<file path="src/sbs_pkg.sv">
// constants and types of the serial bus status flag block
package sbs_pkg;
  // register byte addresses
  localparam logic [7:0] ADDR_STATUS = 8'hbc;
  localparam logic [7:0] ADDR_PORTMODE = 8'hf8;
  localparam logic [7:0] ADDR_CTRL = 8'hc0;
  localparam logic [7:0] ADDR_IEN = 8'hc4;
  localparam logic [7:0] ADDR_RXDATA = 8'hc8;
  localparam logic [7:0] ADDR_TXDATA = 8'hcc;
  // status bit positions
  localparam int ST_GCALL = 0;
  localparam int ST_AAS = 1;
  localparam int ST_ALOV = 2;
  localparam int ST_STOP = 3;
  localparam int ST_NACK = 4;
  localparam int ST_RECEIVE_DATA_FULL_FLAG = 5;
  localparam int ST_TRANSMIT_END_FLAG = 6;
  localparam int ST_TRANSMIT_DATA_EMPTY_FLAG = 7;
  // port mode bit positions
  localparam int PM_PINSEL = 3;
  localparam int PM_FUNC = 7;
  // control bit positions
  localparam int CT_SYNC = 0;
  localparam int CT_MST = 1;
  localparam int CT_TRS = 2;
  localparam int CT_ACKNOWLEDGE_CHECK_ENABLE = 3;
  localparam int CT_SVA = 8;
  // interrupt enable bit positions
  localparam int IE_TIE = 0;
  localparam int IE_TEIE = 1;
  localparam int IE_RIE = 2;
  localparam int IE_STOP_INTERRUPT_ENABLE = 3;
  localparam int IE_NAKIE = 4;
  // reset values
  localparam logic [7:0] RST_STATUS = 8'h00;
  localparam logic [7:0] RST_PORTMODE = 8'h00;
  localparam logic [14:0] RST_CTRL = 15'h0000;
  localparam logic [4:0] RST_IEN = 5'h00;
  // bit counts: rise index of the ninth clock and the last sync bit
  localparam logic [3:0] CNT_NINTH = 4'h8;
  localparam logic [3:0] CNT_SYNC_LAST = 4'h7;
  localparam logic [6:0] GEN_CALL_ADDR = 7'h00;

  typedef struct packed {
    logic txEmpty;
    logic txEnd;
    logic rxFull;
    logic stopDet;
    logic nackArb;
  } sbs_req_t;
endpackage

</file>
<file path="src/sbs_flag_logic.sv">
// status flags, port mode and apb registers of the serial bus interface
// What this block does
// - general call flag set on general call first frame, slave receive only
// - own address flag set when first frame matches own address, slave receive only
// - master transmit: driven sda differs from pin at scl rise, arbitration lost
// - master: start seen while own sda held high, arbitration lost
// - sync format: last bit arrives with receive full still set, overrun
// - stop flag set on stop condition after a frame
// - no acknowledge flag set on missing ack when ack check enabled
// - receive full set when received byte enters receive data register
// - receive full cleared by reading receive data register
// - i2c: transmit end set at ninth scl rise if transmit empty
// - transmit empty set when data moves into shift register
// - transmit empty set when software sets transmit select
// - transmit empty set when device generates a start
// - transmit empty set on slave receive to slave transmit change
// - writing transmit data clears transmit end and transmit empty
// - overrun shares the arbitration lost request in sync format
// - function switch routes pins: 0 sync unit, 1 i2c
// - pin choice: 0 selects input a, 1 selects input b
// - each request is its flag and enable both set, nackArb either of two flags; the stop request also needs i2c format
`timescale 1ns/1ps
`default_nettype none
module sbs_flag_logic (
  // clock and reset
  input wire logic clk,
  input wire logic reset_n,
  // apb slave
  input wire logic psel,
  input wire logic penable,
  input wire logic pwrite,
  input wire logic [7:0] paddr,
  input wire logic [31:0] pwdata,
  output logic [31:0] prdata,
  output logic pready,
  output logic pslverr,
  // bus pins, asynchronous
  input wire logic sclIn,
  input wire logic sdaIn,
  // slave select pins, asynchronous
  input wire logic selectInA,
  input wire logic selectInB,
  // transfer engine, same clock
  input wire logic sdaDrive,
  input wire logic rxDone,
  input wire logic [7:0] rxByte,
  input wire logic rxFirst,
  input wire logic txLoad,
  // outputs
  output logic [7:0] txData,
  output logic i2cSelect,
  output logic slaveSelect,
  output var sbs_pkg::sbs_req_t req
);
  function automatic logic hit(input logic [7:0] a, input logic [7:0] o);
    hit = (a == o);
  endfunction

  logic rstMeta_r;
  logic rstN_r;
  always_ff @(posedge clk or negedge reset_n) begin
    if (!reset_n) begin
      rstMeta_r <= 1'b0;
      rstN_r <= 1'b0;
    end else begin
      rstMeta_r <= 1'b1;
      rstN_r <= rstMeta_r;
    end
  end

  // pin synchronisers: scl, sda, select a, select b
  logic [3:0] pinRaw;
  logic [3:0] sync1_r;
  logic [3:0] sync2_r;
  assign pinRaw = {selectInB, selectInA, sdaIn, sclIn};
  genvar g;
  generate
    for (g = 0; g < 4; g++) begin : g_sync
      always_ff @(posedge clk or negedge rstN_r) begin
        if (!rstN_r) begin
          sync1_r[g] <= 1'b1;
          sync2_r[g] <= 1'b1;
        end else begin
          sync1_r[g] <= pinRaw[g];
          sync2_r[g] <= sync1_r[g];
        end
      end
    end
  endgenerate

  logic sclS;
  logic sdaS;
  logic sclPrev_r;
  logic sdaPrev_r;
  assign sclS = sync2_r[0];
  assign sdaS = sync2_r[1];
  always_ff @(posedge clk or negedge rstN_r) begin
    if (!rstN_r) begin
      sclPrev_r <= 1'b1;
      sdaPrev_r <= 1'b1;
    end else begin
      sclPrev_r <= sclS;
      sdaPrev_r <= sdaS;
    end
  end

  logic sclRise;
  logic startDet;
  logic stopDet;
  assign sclRise = sclS & ~sclPrev_r;
  assign startDet = sclS & sclPrev_r & sdaPrev_r & ~sdaS;
  assign stopDet = sclS & sclPrev_r & ~sdaPrev_r & sdaS;

  // registers
  logic [7:0] status_r;
  logic [7:0] status_nxt;
  logic [7:0] portMode_r;
  logic [14:0] ctrl_r;
  logic [4:0] ien_r;
  logic [7:0] rxData_r;
  logic [7:0] txData_r;
  logic [7:0] readMask_r;

  logic setup;
  logic access;
  logic wrAcc;
  logic rdAcc;
  logic mapped;
  assign setup = psel & ~penable;
  assign access = psel & penable;
  assign wrAcc = access & pwrite;
  assign rdAcc = access & ~pwrite;
  assign mapped = hit(paddr, sbs_pkg::ADDR_STATUS)
    | hit(paddr, sbs_pkg::ADDR_PORTMODE) | hit(paddr, sbs_pkg::ADDR_CTRL)
    | hit(paddr, sbs_pkg::ADDR_IEN) | hit(paddr, sbs_pkg::ADDR_RXDATA)
    | hit(paddr, sbs_pkg::ADDR_TXDATA);
  assign pready = 1'b1;
  assign pslverr = access & ~mapped;

  logic syncFmt;
  logic master;
  logic transmit_receive_select;
  logic acknowledge_check_enable;
  logic [6:0] ownAddr;
  assign syncFmt = ctrl_r[sbs_pkg::CT_SYNC];
  assign master = ctrl_r[sbs_pkg::CT_MST];
  assign transmit_receive_select = ctrl_r[sbs_pkg::CT_TRS];
  assign acknowledge_check_enable = ctrl_r[sbs_pkg::CT_ACKNOWLEDGE_CHECK_ENABLE];
  assign ownAddr = ctrl_r[sbs_pkg::CT_SVA +: 7];

  // read data loaded during setup, valid through access
  always_ff @(posedge clk or negedge rstN_r) begin
    if (!rstN_r) begin
      prdata <= 32'h0;
    end else if (setup && !pwrite) begin
      case (paddr)
        sbs_pkg::ADDR_STATUS: prdata <= {24'h0, status_r};
        sbs_pkg::ADDR_PORTMODE: prdata <= {24'h0, portMode_r};
        sbs_pkg::ADDR_CTRL: prdata <= {17'h0, ctrl_r};
        sbs_pkg::ADDR_IEN: prdata <= {27'h0, ien_r};
        sbs_pkg::ADDR_RXDATA: prdata <= {24'h0, rxData_r};
        sbs_pkg::ADDR_TXDATA: prdata <= {24'h0, txData_r};
        default: prdata <= 32'h0;
      endcase
    end
  end

  // bits seen as 1 by the last status read, dropped once written 0
  always_ff @(posedge clk or negedge rstN_r) begin
    if (!rstN_r) begin
      readMask_r <= 8'h00;
    end else if (rdAcc && hit(paddr, sbs_pkg::ADDR_STATUS)) begin
      readMask_r <= prdata[7:0];
    end else if (wrAcc && hit(paddr, sbs_pkg::ADDR_STATUS)) begin
      readMask_r <= readMask_r & pwdata[7:0];
    end
  end

  always_ff @(posedge clk or negedge rstN_r) begin
    if (!rstN_r) begin
      portMode_r <= sbs_pkg::RST_PORTMODE;
    end else if (wrAcc && hit(paddr, sbs_pkg::ADDR_PORTMODE)) begin
      portMode_r <= pwdata[7:0];
    end
  end

  always_ff @(posedge clk or negedge rstN_r) begin
    if (!rstN_r) begin
      ien_r <= sbs_pkg::RST_IEN;
    end else if (wrAcc && hit(paddr, sbs_pkg::ADDR_IEN)) begin
      ien_r <= pwdata[4:0];
    end
  end

  // slave receive, first frame, read bit: switch to slave transmit
  logic slaveRx;
  logic ownMatch;
  logic gcMatch;
  logic toSlaveTx;
  assign slaveRx = ~syncFmt & ~master & ~transmit_receive_select;
  assign ownMatch = rxDone & rxFirst & slaveRx & (rxByte[7:1] == ownAddr);
  assign gcMatch = rxDone & rxFirst & slaveRx
    & (rxByte[7:1] == sbs_pkg::GEN_CALL_ADDR);
  assign toSlaveTx = ownMatch & rxByte[0];

  logic trsSetSw;
  assign trsSetSw = wrAcc & hit(paddr, sbs_pkg::ADDR_CTRL)
    & pwdata[sbs_pkg::CT_TRS] & ~transmit_receive_select;

  always_ff @(posedge clk or negedge rstN_r) begin
    if (!rstN_r) begin
      ctrl_r <= sbs_pkg::RST_CTRL;
    end else if (wrAcc && hit(paddr, sbs_pkg::ADDR_CTRL)) begin
      ctrl_r <= pwdata[14:0];
    end else if (toSlaveTx) begin
      ctrl_r[sbs_pkg::CT_TRS] <= 1'b1;
    end
  end

  logic txWrite;
  logic rxRead;
  assign txWrite = wrAcc & hit(paddr, sbs_pkg::ADDR_TXDATA);
  assign rxRead = rdAcc & hit(paddr, sbs_pkg::ADDR_RXDATA);

  always_ff @(posedge clk or negedge rstN_r) begin
    if (!rstN_r) begin
      txData_r <= 8'h00;
    end else if (txWrite) begin
      txData_r <= pwdata[7:0];
    end
  end
  assign txData = txData_r;

  always_ff @(posedge clk or negedge rstN_r) begin
    if (!rstN_r) begin
      rxData_r <= 8'h00;
    end else if (rxDone) begin
      rxData_r <= rxByte;
    end
  end

  // scl rise counter within a frame
  logic [3:0] bitCnt_r;
  logic ninth;
  logic syncLast;
  assign ninth = sclRise & ~syncFmt & (bitCnt_r == sbs_pkg::CNT_NINTH);
  assign syncLast = sclRise & syncFmt
    & (bitCnt_r == sbs_pkg::CNT_SYNC_LAST);
  always_ff @(posedge clk or negedge rstN_r) begin
    if (!rstN_r) begin
      bitCnt_r <= 4'h0;
    end else if (startDet || ninth || syncLast) begin
      bitCnt_r <= 4'h0;
    end else if (sclRise) begin
      bitCnt_r <= bitCnt_r + 4'h1;
    end
  end

  // a frame completed since the last stop
  logic frameDone_r;
  always_ff @(posedge clk or negedge rstN_r) begin
    if (!rstN_r) begin
      frameDone_r <= 1'b0;
    end else if (ninth) begin
      frameDone_r <= 1'b1;
    end else if (stopDet) begin
      frameDone_r <= 1'b0;
    end
  end

  // flag set and clear terms; set wins
  logic [7:0] setVec;
  logic [7:0] clrVec;
  logic arbSda;
  logic arbStart;
  logic ownStart;
  logic overrun;
  assign arbSda = ~syncFmt & master & transmit_receive_select & sclRise & (sdaDrive != sdaS);
  assign arbStart = ~syncFmt & master & startDet & sdaDrive;
  assign ownStart = ~syncFmt & master & startDet & ~sdaDrive;
  assign overrun = syncLast & status_r[sbs_pkg::ST_RECEIVE_DATA_FULL_FLAG];

  always_comb begin
    setVec = 8'h00;
    setVec[sbs_pkg::ST_GCALL] = gcMatch;
    setVec[sbs_pkg::ST_AAS] = ownMatch;
    setVec[sbs_pkg::ST_ALOV] = arbSda | arbStart | overrun;
    setVec[sbs_pkg::ST_STOP] = stopDet & frameDone_r;
    setVec[sbs_pkg::ST_NACK] = ninth & transmit_receive_select & acknowledge_check_enable & sdaS;
    setVec[sbs_pkg::ST_RECEIVE_DATA_FULL_FLAG] = rxDone;
    setVec[sbs_pkg::ST_TRANSMIT_END_FLAG] = (ninth & status_r[sbs_pkg::ST_TRANSMIT_DATA_EMPTY_FLAG])
      | (syncLast & transmit_receive_select);
    setVec[sbs_pkg::ST_TRANSMIT_DATA_EMPTY_FLAG] = txLoad
      | trsSetSw
      | ownStart
      | toSlaveTx;
  end

  always_comb begin
    clrVec = 8'h00;
    if (wrAcc && hit(paddr, sbs_pkg::ADDR_STATUS)) begin
      clrVec = ~pwdata[7:0] & readMask_r;
    end
    clrVec[sbs_pkg::ST_RECEIVE_DATA_FULL_FLAG] = clrVec[sbs_pkg::ST_RECEIVE_DATA_FULL_FLAG] | rxRead;
    clrVec[sbs_pkg::ST_TRANSMIT_END_FLAG] = clrVec[sbs_pkg::ST_TRANSMIT_END_FLAG] | txWrite;
    clrVec[sbs_pkg::ST_TRANSMIT_DATA_EMPTY_FLAG] = clrVec[sbs_pkg::ST_TRANSMIT_DATA_EMPTY_FLAG] | txWrite;
  end

  assign status_nxt = (status_r & ~clrVec) | setVec;
  always_ff @(posedge clk or negedge rstN_r) begin
    if (!rstN_r) begin
      status_r <= sbs_pkg::RST_STATUS;
    end else begin
      status_r <= status_nxt;
    end
  end

  // pin routing
  assign i2cSelect = portMode_r[sbs_pkg::PM_FUNC];
  assign slaveSelect = portMode_r[sbs_pkg::PM_PINSEL] ? sync2_r[3]
    : sync2_r[2];

  // requests; stop request only in i2c format
  always_ff @(posedge clk or negedge rstN_r) begin
    if (!rstN_r) begin
      req <= '0;
    end else begin
      req.txEmpty <= ien_r[sbs_pkg::IE_TIE]
        & status_nxt[sbs_pkg::ST_TRANSMIT_DATA_EMPTY_FLAG];
      req.txEnd <= ien_r[sbs_pkg::IE_TEIE] & status_nxt[sbs_pkg::ST_TRANSMIT_END_FLAG];
      req.rxFull <= ien_r[sbs_pkg::IE_RIE] & status_nxt[sbs_pkg::ST_RECEIVE_DATA_FULL_FLAG];
      req.stopDet <= ien_r[sbs_pkg::IE_STOP_INTERRUPT_ENABLE] & ~syncFmt
        & status_nxt[sbs_pkg::ST_STOP];
      req.nackArb <= ien_r[sbs_pkg::IE_NAKIE]
        & (status_nxt[sbs_pkg::ST_ALOV] | status_nxt[sbs_pkg::ST_NACK]);
    end
  end
endmodule // sbs_flag_logic
`default_nettype wire

</file>
<file path="config.mk">
export PLATFORM = sky130hd
export DESIGN_NAME = sbs_flag_logic
export DESIGN_NICKNAME = d
export VERILOG_FILES = /design/src/sbs_pkg.sv /design/src/sbs_flag_logic.sv
export SDC_FILE = /design/constraint.sdc
export NUM_CORES = 1
export LEC_CHECK = 0
export ABC_AREA = 1
export BUFFER_PORTS_ARGS = -buffer_cell sky130_fd_sc_hd__buf_2
export CAP_MARGIN = 5
export CORE_UTILIZATION = 54
export CTS_CLUSTER_SIZE = 20
export DETAILED_ROUTE_END_ITERATION = 6
export PLACE_DENSITY_LB_ADDON = 0.12
export RECOVER_POWER = 25
export SETUP_SLACK_MARGIN = 0.05
export SLEW_MARGIN = 25
export SYNTH_ARGS = -nofsm -noshare
export SYNTH_HDL_FRONTEND = slang
export SYNTH_SLANG_ARGS = --single-unit
</file>
<file path="constraint.sdc">
create_clock -name clk -period 4.18 [get_ports clk]
set_input_delay 0.209 -clock clk [delete_from_list [all_inputs] [get_ports clk]]
set_output_delay 0.209 -clock clk [all_outputs]
set_load 0.01 [all_outputs]
</file>
* Yosys cells after proc, flatten, opt, wreduce, memory -nomap -nowiden
Cells that the tools add are included.
Widths: inputs -> output; s select.
** Word-level totals
- Register bits :: 114
- Bits of input ports :: 61
- Output and inout port bits :: 49
- Logic and storage cells :: 142
** Cells by class
- Add/subtract/negate cells :: 1
- Equal/unequal tests :: 10
- Mux-type cells :: 11
- Bitwise gates (word level) :: 78
- Reductions and logical operators :: 14
** Operators with widths (number)
- $pmux 15 s6 :: 1
- $eq 8x8->1 const B :: 6
- $and 1x1->1 :: 47
- $and 8x8->8 :: 3
- $mux 8 :: 3
- $not 8->8 :: 2
- $or 1x1->1 :: 15
- $not 1->1 :: 10
- $mux 4 :: 2
- $or 8x8->8 :: 1
- $reduce_bool 2->1 :: 4
- $eq 7x7->1 :: 1
- $logic_not 7->1 :: 1
- $logic_and 1x1->1 :: 6
- $mux 1 :: 5
- $add 4x1->4 const B :: 1
- $eq 4x3->1 const B :: 1
- $eq 4x4->1 const B :: 1
- $logic_or 1x1->1 :: 2
- $logic_not 1->1 :: 1
- $ne 1x1->1 :: 1

* Longest topological paths before layout
Gate-level depths: netlist of run 1.
- Depth in word-level cells :: 11
- Depth in mapped cells :: 11
- Mapped depth without buffers :: 11

* Least setup slack after synthesis of run 1
Ideal clock, no wire load.
- Kind :: flip-flop to flip-flop
- Start :: reg sync2_r[0], in the netlist sclS
- End :: reg req[3] in the netlist's numbering
- Arrival time :: 1.264 ns
- Data required time :: 4.103 ns
- Setup slack :: 2.839 ns
- Stages on the path, launching flop included :: 7
- Buffers on the path :: 0
- Period minus slack after synthesis :: 1.341 ns
- Path through :: dfstp_2 nand2_1 nor2_1 nand3_1 o22ai_1 inv_1 a21oi_1
** Between the ends
- Word-level cells in the longest chain between the ends :: 7
** RTL lines
- start, declared :: line sbs_flag_logic.sv:74 : logic [3:0] sync2_r;
- start signal, assigned by index :: line sbs_flag_logic.sv:85 : sync2_r[g] <= sync1_r[g];
- $and 1x1->1 * :: line sbs_flag_logic.sv:110 : assign sclRise = sclS & ~sclPrev_r;
- $and 1x1->1, on equally long branches :: line sbs_flag_logic.sv:246, sbs_flag_logic.sv:247
- $and 1x1->1, on equally long branches :: line sbs_flag_logic.sv:246, sbs_flag_logic.sv:248
- $and 1x1->1, on equally long branches :: line sbs_flag_logic.sv:291, sbs_flag_logic.sv:292
- $or 1x1->1 * :: line sbs_flag_logic.sv:292 : | (syncLast & transmit_receive_select);
- $or 8x8->8 * :: line sbs_flag_logic.sv:309 : assign status_nxt = (status_r & ~clrVec) | setVec;
- $and 1x1->1 * :: line sbs_flag_logic.sv:330 : req.txEnd <= ien_r[sbs_pkg::IE_TEIE] & status_nxt[sbs_pkg::ST_TRANSMIT_END_FLAG];
- end, declared :: line sbs_flag_logic.sv:53 : output var sbs_pkg::sbs_req_t req
Mark *: on every way between the ends. The rest lies on a longest branch, timed or not.
A chain may end at the register's enable or synchronous reset.

* Worst setup path after layout of run 1
Same ends and word-level chain as after synthesis.

==> results of run 1 <==
## metal layers
metal / vias to the layer above / GRT usage
met5: - / 0
met2: 156 / 0.438
met4: 0 / 0.0922
met3: 27 / 0.0596
met1: 1842 / 0.358
li1: 1892 / -
## Yosys cell counts, types with 4 or more instances
cell        n
nand2_1   195
dfrtp_1    87
inv_1      62
o21ai_0    42
nand3_1    32
nor2_1     29
buf_4      20
dfstp_2    10
nor3_1      7
o211ai_1    7
o21ai_2     6
o31ai_1     6
nand4_1     5
clkbuf_1    4
inv_2       4
nor2_2      4
o21ai_1     4
## through the flow
step           power, mW  worst slack [ns]  std cells  instance area, sq um  hold WS [ns]
5_1_grt             1.93              2.20        750                  5270        0.0490
6_report            1.86              2.36        750                  5270        0.0386
4_1_cts             1.87              2.44        750                  5310        0.0315
2_1_floorplan       1.14              1.30        575                  4720       -0.0866
3_5_place_dp        1.20              2.13        729                  5040      -0.00388
3_3_place_gp        1.19              2.15        729                  5040      -0.00578
## worst max-delay path by stage
stage                startpoint                      end  slack [ns]
2_1_floorplan  rstN_r$_DFF_PN0_  bitCnt_r[0]$_DFFE_PN0P_        1.30
3_3_place_gp           paddr[4]    ctrl_r[5]$_DFFE_PN0N_        2.15
3_5_place_dp           paddr[4]    ctrl_r[5]$_DFFE_PN0N_        2.13
4_1_cts          sclS$_DFF_PN1_         req[3]$_DFF_PN0_        2.44
5_1_grt          sclS$_DFF_PN1_         req[3]$_DFF_PN0_        2.20
6_report         sclS$_DFF_PN1_         req[3]$_DFF_PN0_        2.36
## logic make-up (layout without fill, tap and decap cells)
| logic type | after synthesis | in the layout | share of synthesized area |
|---|---|---|---|
| buffers and inverters | 94 | 164 | 0.0973 |
| flip-flops | 97 | 97 | 0.524 |
| other | 2 | 19 | 0.00161 |
| multiplexers | 1 | 1 | 0.00242 |
| adder cells (fa/ha/maj) | 2 | 2 | 0.00537 |
| AND/OR/NAND/NOR | 287 | 287 | 0.272 |
| XOR/XNOR | 4 | 4 | 0.00752 |
| AO/OA/AOI/OAI | 71 | 71 | 0.0900 |
## registers in the layout, summed over array words and instances (netlist names)
signal / count
readMask_r: 8
ctrl_r: 15
sdaPrev_r: 1
req: 5
rstMeta_r: 1
ien_r: 5
sync2_r: 2
sync1_r: 4
frameDone_r: 1
txData: 8
rstN_r: 1
sdaS: 1
sclS: 1
prdata: 15
portMode_r: 8
rxData_r: 8
sclPrev_r: 1
bitCnt_r: 4
status_r: 8
## power breakdown
part / leakage, nW / switching, mW / internal [mW]
Sequential: 1.22 / 0.0400 / 0.980
Clock: 0.107 / 0.330 / 0.355
Combinational: 1.46 / 0.101 / 0.0587
Total: 2.79 / 0.470 / 1.39
## worst max-delay path: cells and delay by family, from the launching register on
family                 cells  cell delay [ns]
DFF                        1             0.61
and+or+nand+nor            3             0.53
AOI/OAI and AO/OA          2             0.48
buffers and inverters      1             0.10
## timing repair
action,4_1_cts,5_1_grt
endpoints found under the setup margin,0,0
hold buffers,5,0
hold endpoints to repair,6,0
## layout make-up
cell class | count | area, sq um
fill | 751 | 3030
sequential | 97 | 2440
multi-input combinational | 384 | 1810
timing repair buffer | 81 | 405
inverter | 67 | 254
clock buffer | 12 | 145
tap | 105 | 131
clock inverter | 4 | 76.3
## placed cells by master, fill, tap and decap left out, types with 8 or more instances in the layout
cell type,count
buf_2,53
clkbuf_1,24
clkbuf_8,10
conb_1,19
dfrtp_1,86
dfstp_2,8
inv_1,63
nand2_1,196
nand3_1,32
nor2_1,30
o21ai_0,42
==> impl_metrics.py, run 1 <==
metrics = {
    "outcome": {
        "outcome": "finished, final reports clean",
    },
    "clock_network": {
        "cts-resized-gates": 0,
        "htree_num_levels": 3,
        "clk_pin_slew_ns": 0.09,
        "postCtsSetupRepairBufs": 0,
        "clock_path_buffers": 2,
        "cts.sinks": 97,
        "cts-buffers-inserted": 9,
        "tritoncts": "done",
        "cts.root.buffer_cell": "clkbuf_8",
        "clkLatencyLatePin_ns": 0.37,
    },
    "floorplanning": {
        "coreArea_sq_mm": 0.00830,
        "initial_core_util": 0.561,
        "die_w_um": 94.9,
        "die_height_um": 94.9,
        "num_rows": 33,
        "ios": 110,
        "die_area_sq_mm": 0.00900,
    },
    "routing": {
        "drc_errors": 0,
        "drtAntennaViolNets": 0,
        "wire_per_inst_um": 14.8,
        "via_per_inst": 5.22,
        "routed_wl_um": 11100,
        "highest_layer": "met4",
        "drt_iter0_drc": 277,
        "first_pass_iters": 5,
        "wl_met1_um": 4870,
        "routed-wl-met3_um": 713,
        "vias": 3917,
        "wl_met2_um": 5260,
    },
    "placed_design": {
        "io_buffer_count": 74,
        "dp_hpwl_um": 8030,
        "gp_congestion": 0.922,
    },
    "critical_path": {
        "cp.arrival_ns": 2.10,
        "crit_chain": "nand2_1 -> nor2_1 -> nand3_1 -> o22ai_1 -> inv_1 -> a21oi_1",
        "cp_slowest_cell": "dfstp_1",
        "worstSetupPathType": "flip-flop to flip-flop",
        "reg2reg_slack_ns": 2.36,
        "critPathMaxFanout": 8,
        "required_ns": 4.46,
        "cpPeakStageDelay_ns": 0.61,
        "critPathLaunchType": "flip-flop",
        "r2r_start": "sclS$_DFF_PN1_",
        "r2r-end": "req[3]$_DFF_PN0_",
        "r2r_cells": 6,
        "critical_path.endpoint_type": "flip-flop",
    },
    "finish": {
        "drive_above_1_share": 0.160,
        "finish.utilization": 0.635,
        "antenna_cells": 0,
        "nNetsFinal": 703,
        "syn_to_final_growth_pct": 13.1,
    },
    "yosys": {
        "synth_ff_type": "dfrtp_1",
        "ys_seq_area_frac": 0.524,
        "synth-edff-count": 0,
        "netlist_instances": 558,
        "yosysWarnings": 0,
        "async_flop_share": 1.00,
        "ys_seq_elements": 97,
        "synth_area_leaders": "dfrtp_1 47%, nand2_1 16%, dfstp_2 5.6%",
        "syn_area_sq_mm": 0.00466,
        "synth_top_area_frac": 0.467,
        "avgSynthCellArea_sq_um": 8.35,
        "yosysTopAreaCell": "dfrtp_1",
        "synth_cell_types": 36,
    },
    "power_and_ir_drop": {
        "ir_drop_mv": 0.202,
        "power.density_mw_per_mm2": 354,
        "leakagePower_nw": 2.79,
    },
    "sta": {
        "fin_crit_sh": 0.434,
        "timing.slew.headroom": 0.380,
        "rsz0062_at_grt": "no",
        "setup_tns_ns": 0,
        "period_minus_slack_ns": 1.82,
        "finalMaxSlewViolations": 0,
        "clock_skew_ns": 0.00990,
        "fmax_mhz": 551,
        "worst_pin_slew_ns": 0.929,
        "setup-violations-final": 0,
        "hold_viol": 0,
    },
    "grt": {
        "overflow": 0,
        "grt_pass1_vias": 3654,
        "antenna_found_initial": 0,
        "grt_util_all_layers": 0.270,
        "grt_max_degree": 73,
        "grt_pass1_wl_um": 18000,
    },
    "hold_path": {
        "holdPathStages": 3,
        "whs_endpoint": "ctrl_r[13]$_DFFE_PN0N_",
        "min_from": "pwdata[13]",
        "hold_class": "primary input to flip-flop",
    },
    "flow_run": {
        "drv_cap": 0,
    },
}
Note: power is estimated with default switching activity, not from simulation.
==> run 2: changes to the inputs <==
--- a/config.mk
+++ b/config.mk
@@ -8,7 +8,7 @@
 export ABC_AREA = 1
 export BUFFER_PORTS_ARGS = -buffer_cell sky130_fd_sc_hd__buf_2
 export CAP_MARGIN = 5
-export CORE_UTILIZATION = 54
+export CORE_UTILIZATION = 49
 export CTS_CLUSTER_SIZE = 20
 export DETAILED_ROUTE_END_ITERATION = 6
 export PLACE_DENSITY_LB_ADDON = 0.12
==> constraint.sdc (replaced) <==
create_clock -name clk -period 1.55 [get_ports clk]
set_input_delay 0.0775 -clock clk [delete_from_list [all_inputs] [get_ports clk]]
set_output_delay 0.0775 -clock clk [all_outputs]
set_load 0.01 [all_outputs]
==> run 2 against run 1 <==
Compared with the run above: utilization down 2.7 points; final area is 6.7% higher; combinational power rose to 3.2 times the previous value; global-route usage shrank 1.9 points; via count rose by 0.10%; clock power increased by 130%; power increased to 2.6 times the previous value; routed wire length up 3.1%; register-to-register slack got worse by 2.2 ns; clock skew increased by 0.0050 ns; sequential power grew to 2.7 times the previous value; clock-buffer cell count is the same; largest cell class unchanged; highest routed layer unchanged.
==> impl_metrics.py, run 2 (same netlist as run 1, synthesis figures left out) <==
metrics = {
    "floorplanning": {
        "initial_core_util": 0.504,
        "die_height_um": 99.5,
        "coreArea_sq_mm": 0.00924,
        "die_area_sq_mm": 0.00990,
        "num_rows": 35,
        "ios": 110,
        "die_w_um": 99.5,
    },
    "finish": {
        "final_cell_mix": "194 x nand2_1, 87 x dfrtp_1, 72 x buf_2",
        "syn_to_final_growth_pct": 20.7,
        "regArea_sq_mm": 0.00244,
        "fill_cells": 841,
        "antenna_cells": 0,
        "drive_above_1_share": 0.215,
        "nNetsFinal": 732,
        "largest_registers": "ctrl_r: 15 flops, prdata: 15 flops",
        "multi_input_area_sq_mm": 0.00185,
        "final_common_cell": "nand2_1",
    },
    "placed_design": {
        "gp_congestion": 0.867,
        "io_buffer_count": 74,
        "dp_hpwl_um": 8350,
        "pre_cts_slack_ns": 0.0852,
    },
    "sta": {
        "setup-violations-final": 0,
        "period_minus_slack_ns": 1.42,
        "fin_crit_sh": 0.913,
        "rsz0062_at_grt": "no",
        "timing.slew.headroom": 0.349,
        "setup_tns_ns": 0,
        "fmax_mhz": 707,
        "clock_skew_ns": 0.0149,
        "hold_ws_ns": 0.00991,
        "worst_pin_slew_ns": 0.976,
        "worst_slack_ns": 0.135,
        "finalMaxSlewViolations": 0,
        "hold_viol": 0,
    },
    "routing": {
        "routed_wl_um": 11500,
        "via_per_inst": 4.88,
        "drt_iter0_drc": 198,
        "first_pass_iters": 5,
        "drc_errors": 0,
        "drtAntennaViolNets": 0,
        "wire_per_inst_um": 14.3,
        "vias": 3921,
    },
    "power_and_ir_drop": {
        "ir_drop_mv": 0.466,
        "leakagePower_nw": 3.02,
        "power.density_mw_per_mm2": 856,
    },
    "grt": {
        "grt_util_all_layers": 0.251,
        "grt_pass1_wl_um": 18600,
        "overflow": 0,
        "grt_max_degree": 47,
        "grt_pass1_vias": 3733,
        "antenna_found_initial": 0,
    },
    "critical_path": {
        "critPathMaxFanout": 5,
        "critPathLaunchType": "flip-flop",
        "startpoint": "sclS$_DFF_PN1_",
        "critical_path.endpoint_type": "flip-flop",
        "cp.arrival_ns": 1.68,
        "worstSetupPathType": "flip-flop to flip-flop",
        "required_ns": 1.81,
        "r2r_start": "sclS$_DFF_PN1_",
    },
    "clock_network": {
        "clkLatencyLatePin_ns": 0.37,
        "htree_num_levels": 3,
        "cts-buffers-inserted": 9,
        "postCtsSetupRepairBufs": 0,
        "clock_path_buffers": 2,
        "cts.sinks": 97,
        "clk_pin_slew_ns": 0.10,
        "tritoncts": "done",
        "cts.root.buffer_cell": "clkbuf_8",
    },
    "flow_run": {
        "drv_cap": 0,
    },
    "outcome": {
        "outcome": "finished, final reports clean",
    },
    "hold_path": {
        "min_from": "rxByte[7]",
        "hold_class": "primary input to flip-flop",
    },
}
## run 2: power by group
group	total [mW]	switching, mW	internal (mW)
logic	0.515	0.309	0.205
registers	2.73	0.0834	2.64
clock network	1.57	0.886	0.687
## run 2: cell type report
type,instances,area share
Tap cell,129,0.0287
Sequential cell,97,0.434
Inverter,67,0.0452
Timing Repair Buffer,110,0.129
Clock buffer,12,0.0276
Clock inverter,4,0.00601
Multi-Input combinational cell,384,0.330
## run 2: final timing paths
path / to / slack (ns) / cells after the start
max in group asynchronous: prdata[5]$_DFFE_PN0P_ / 0.38 / 1
setup / recovery: bitCnt_r[3]$_DFFE_PN0P_ / 0.13 / 5
min in group asynchronous: rstMeta_r$_DFF_PN0_ / 0.04 / 2
setup reg to reg: bitCnt_r[3]$_DFFE_PN0P_ / 0.13 / 5
hold / removal: rxData_r[7]$_DFFE_PN0P_ / 0.01 / 3
hold reg to reg: sclS$_DFF_PN1_ / 0.36 / 0
## run 2: worst max-delay path, stage by stage, from the launching register on
cell     delay [ns]
dfstp_2        0.58
nand2_2        0.10
buf_4          0.17
nor4_1         0.24
xor2_1         0.18
nor2_1         0.05
## run 2: timing repair
| action | in CTS | in global routing |
|---|---|---|
| setup endpoints to repair | 0 | 6 |
| hold buffers | 24 | 0 |
| hold endpoints to repair | 25 | 0 |
| resized for setup | 0 | 7 |
## run 2: per-layer routing
metal  track usage  up-vias  share of wire
met5             0        -              0
met1         0.335     1834           0.46
li1              -     1945              -
met4         0.106        0          0.022
met3        0.0309       22          0.054
met2         0.416      120           0.46
## run 2: stage by stage
| step | util | power, mW | area [sq um] | std cells |
|---|---|---|---|---|
| after global routing | 0.608 | 5.03 | 5620 | 803 |
| final | 0.608 | 4.81 | 5620 | 803 |
| after global placement | 0.560 | 3.22 | 5170 | 763 |
| after CTS | 0.606 | 4.85 | 5600 | 803 |
| after detailed placement | 0.560 | 3.24 | 5170 | 763 |
| after floorplan | - | 3.08 | 4720 | 575 |
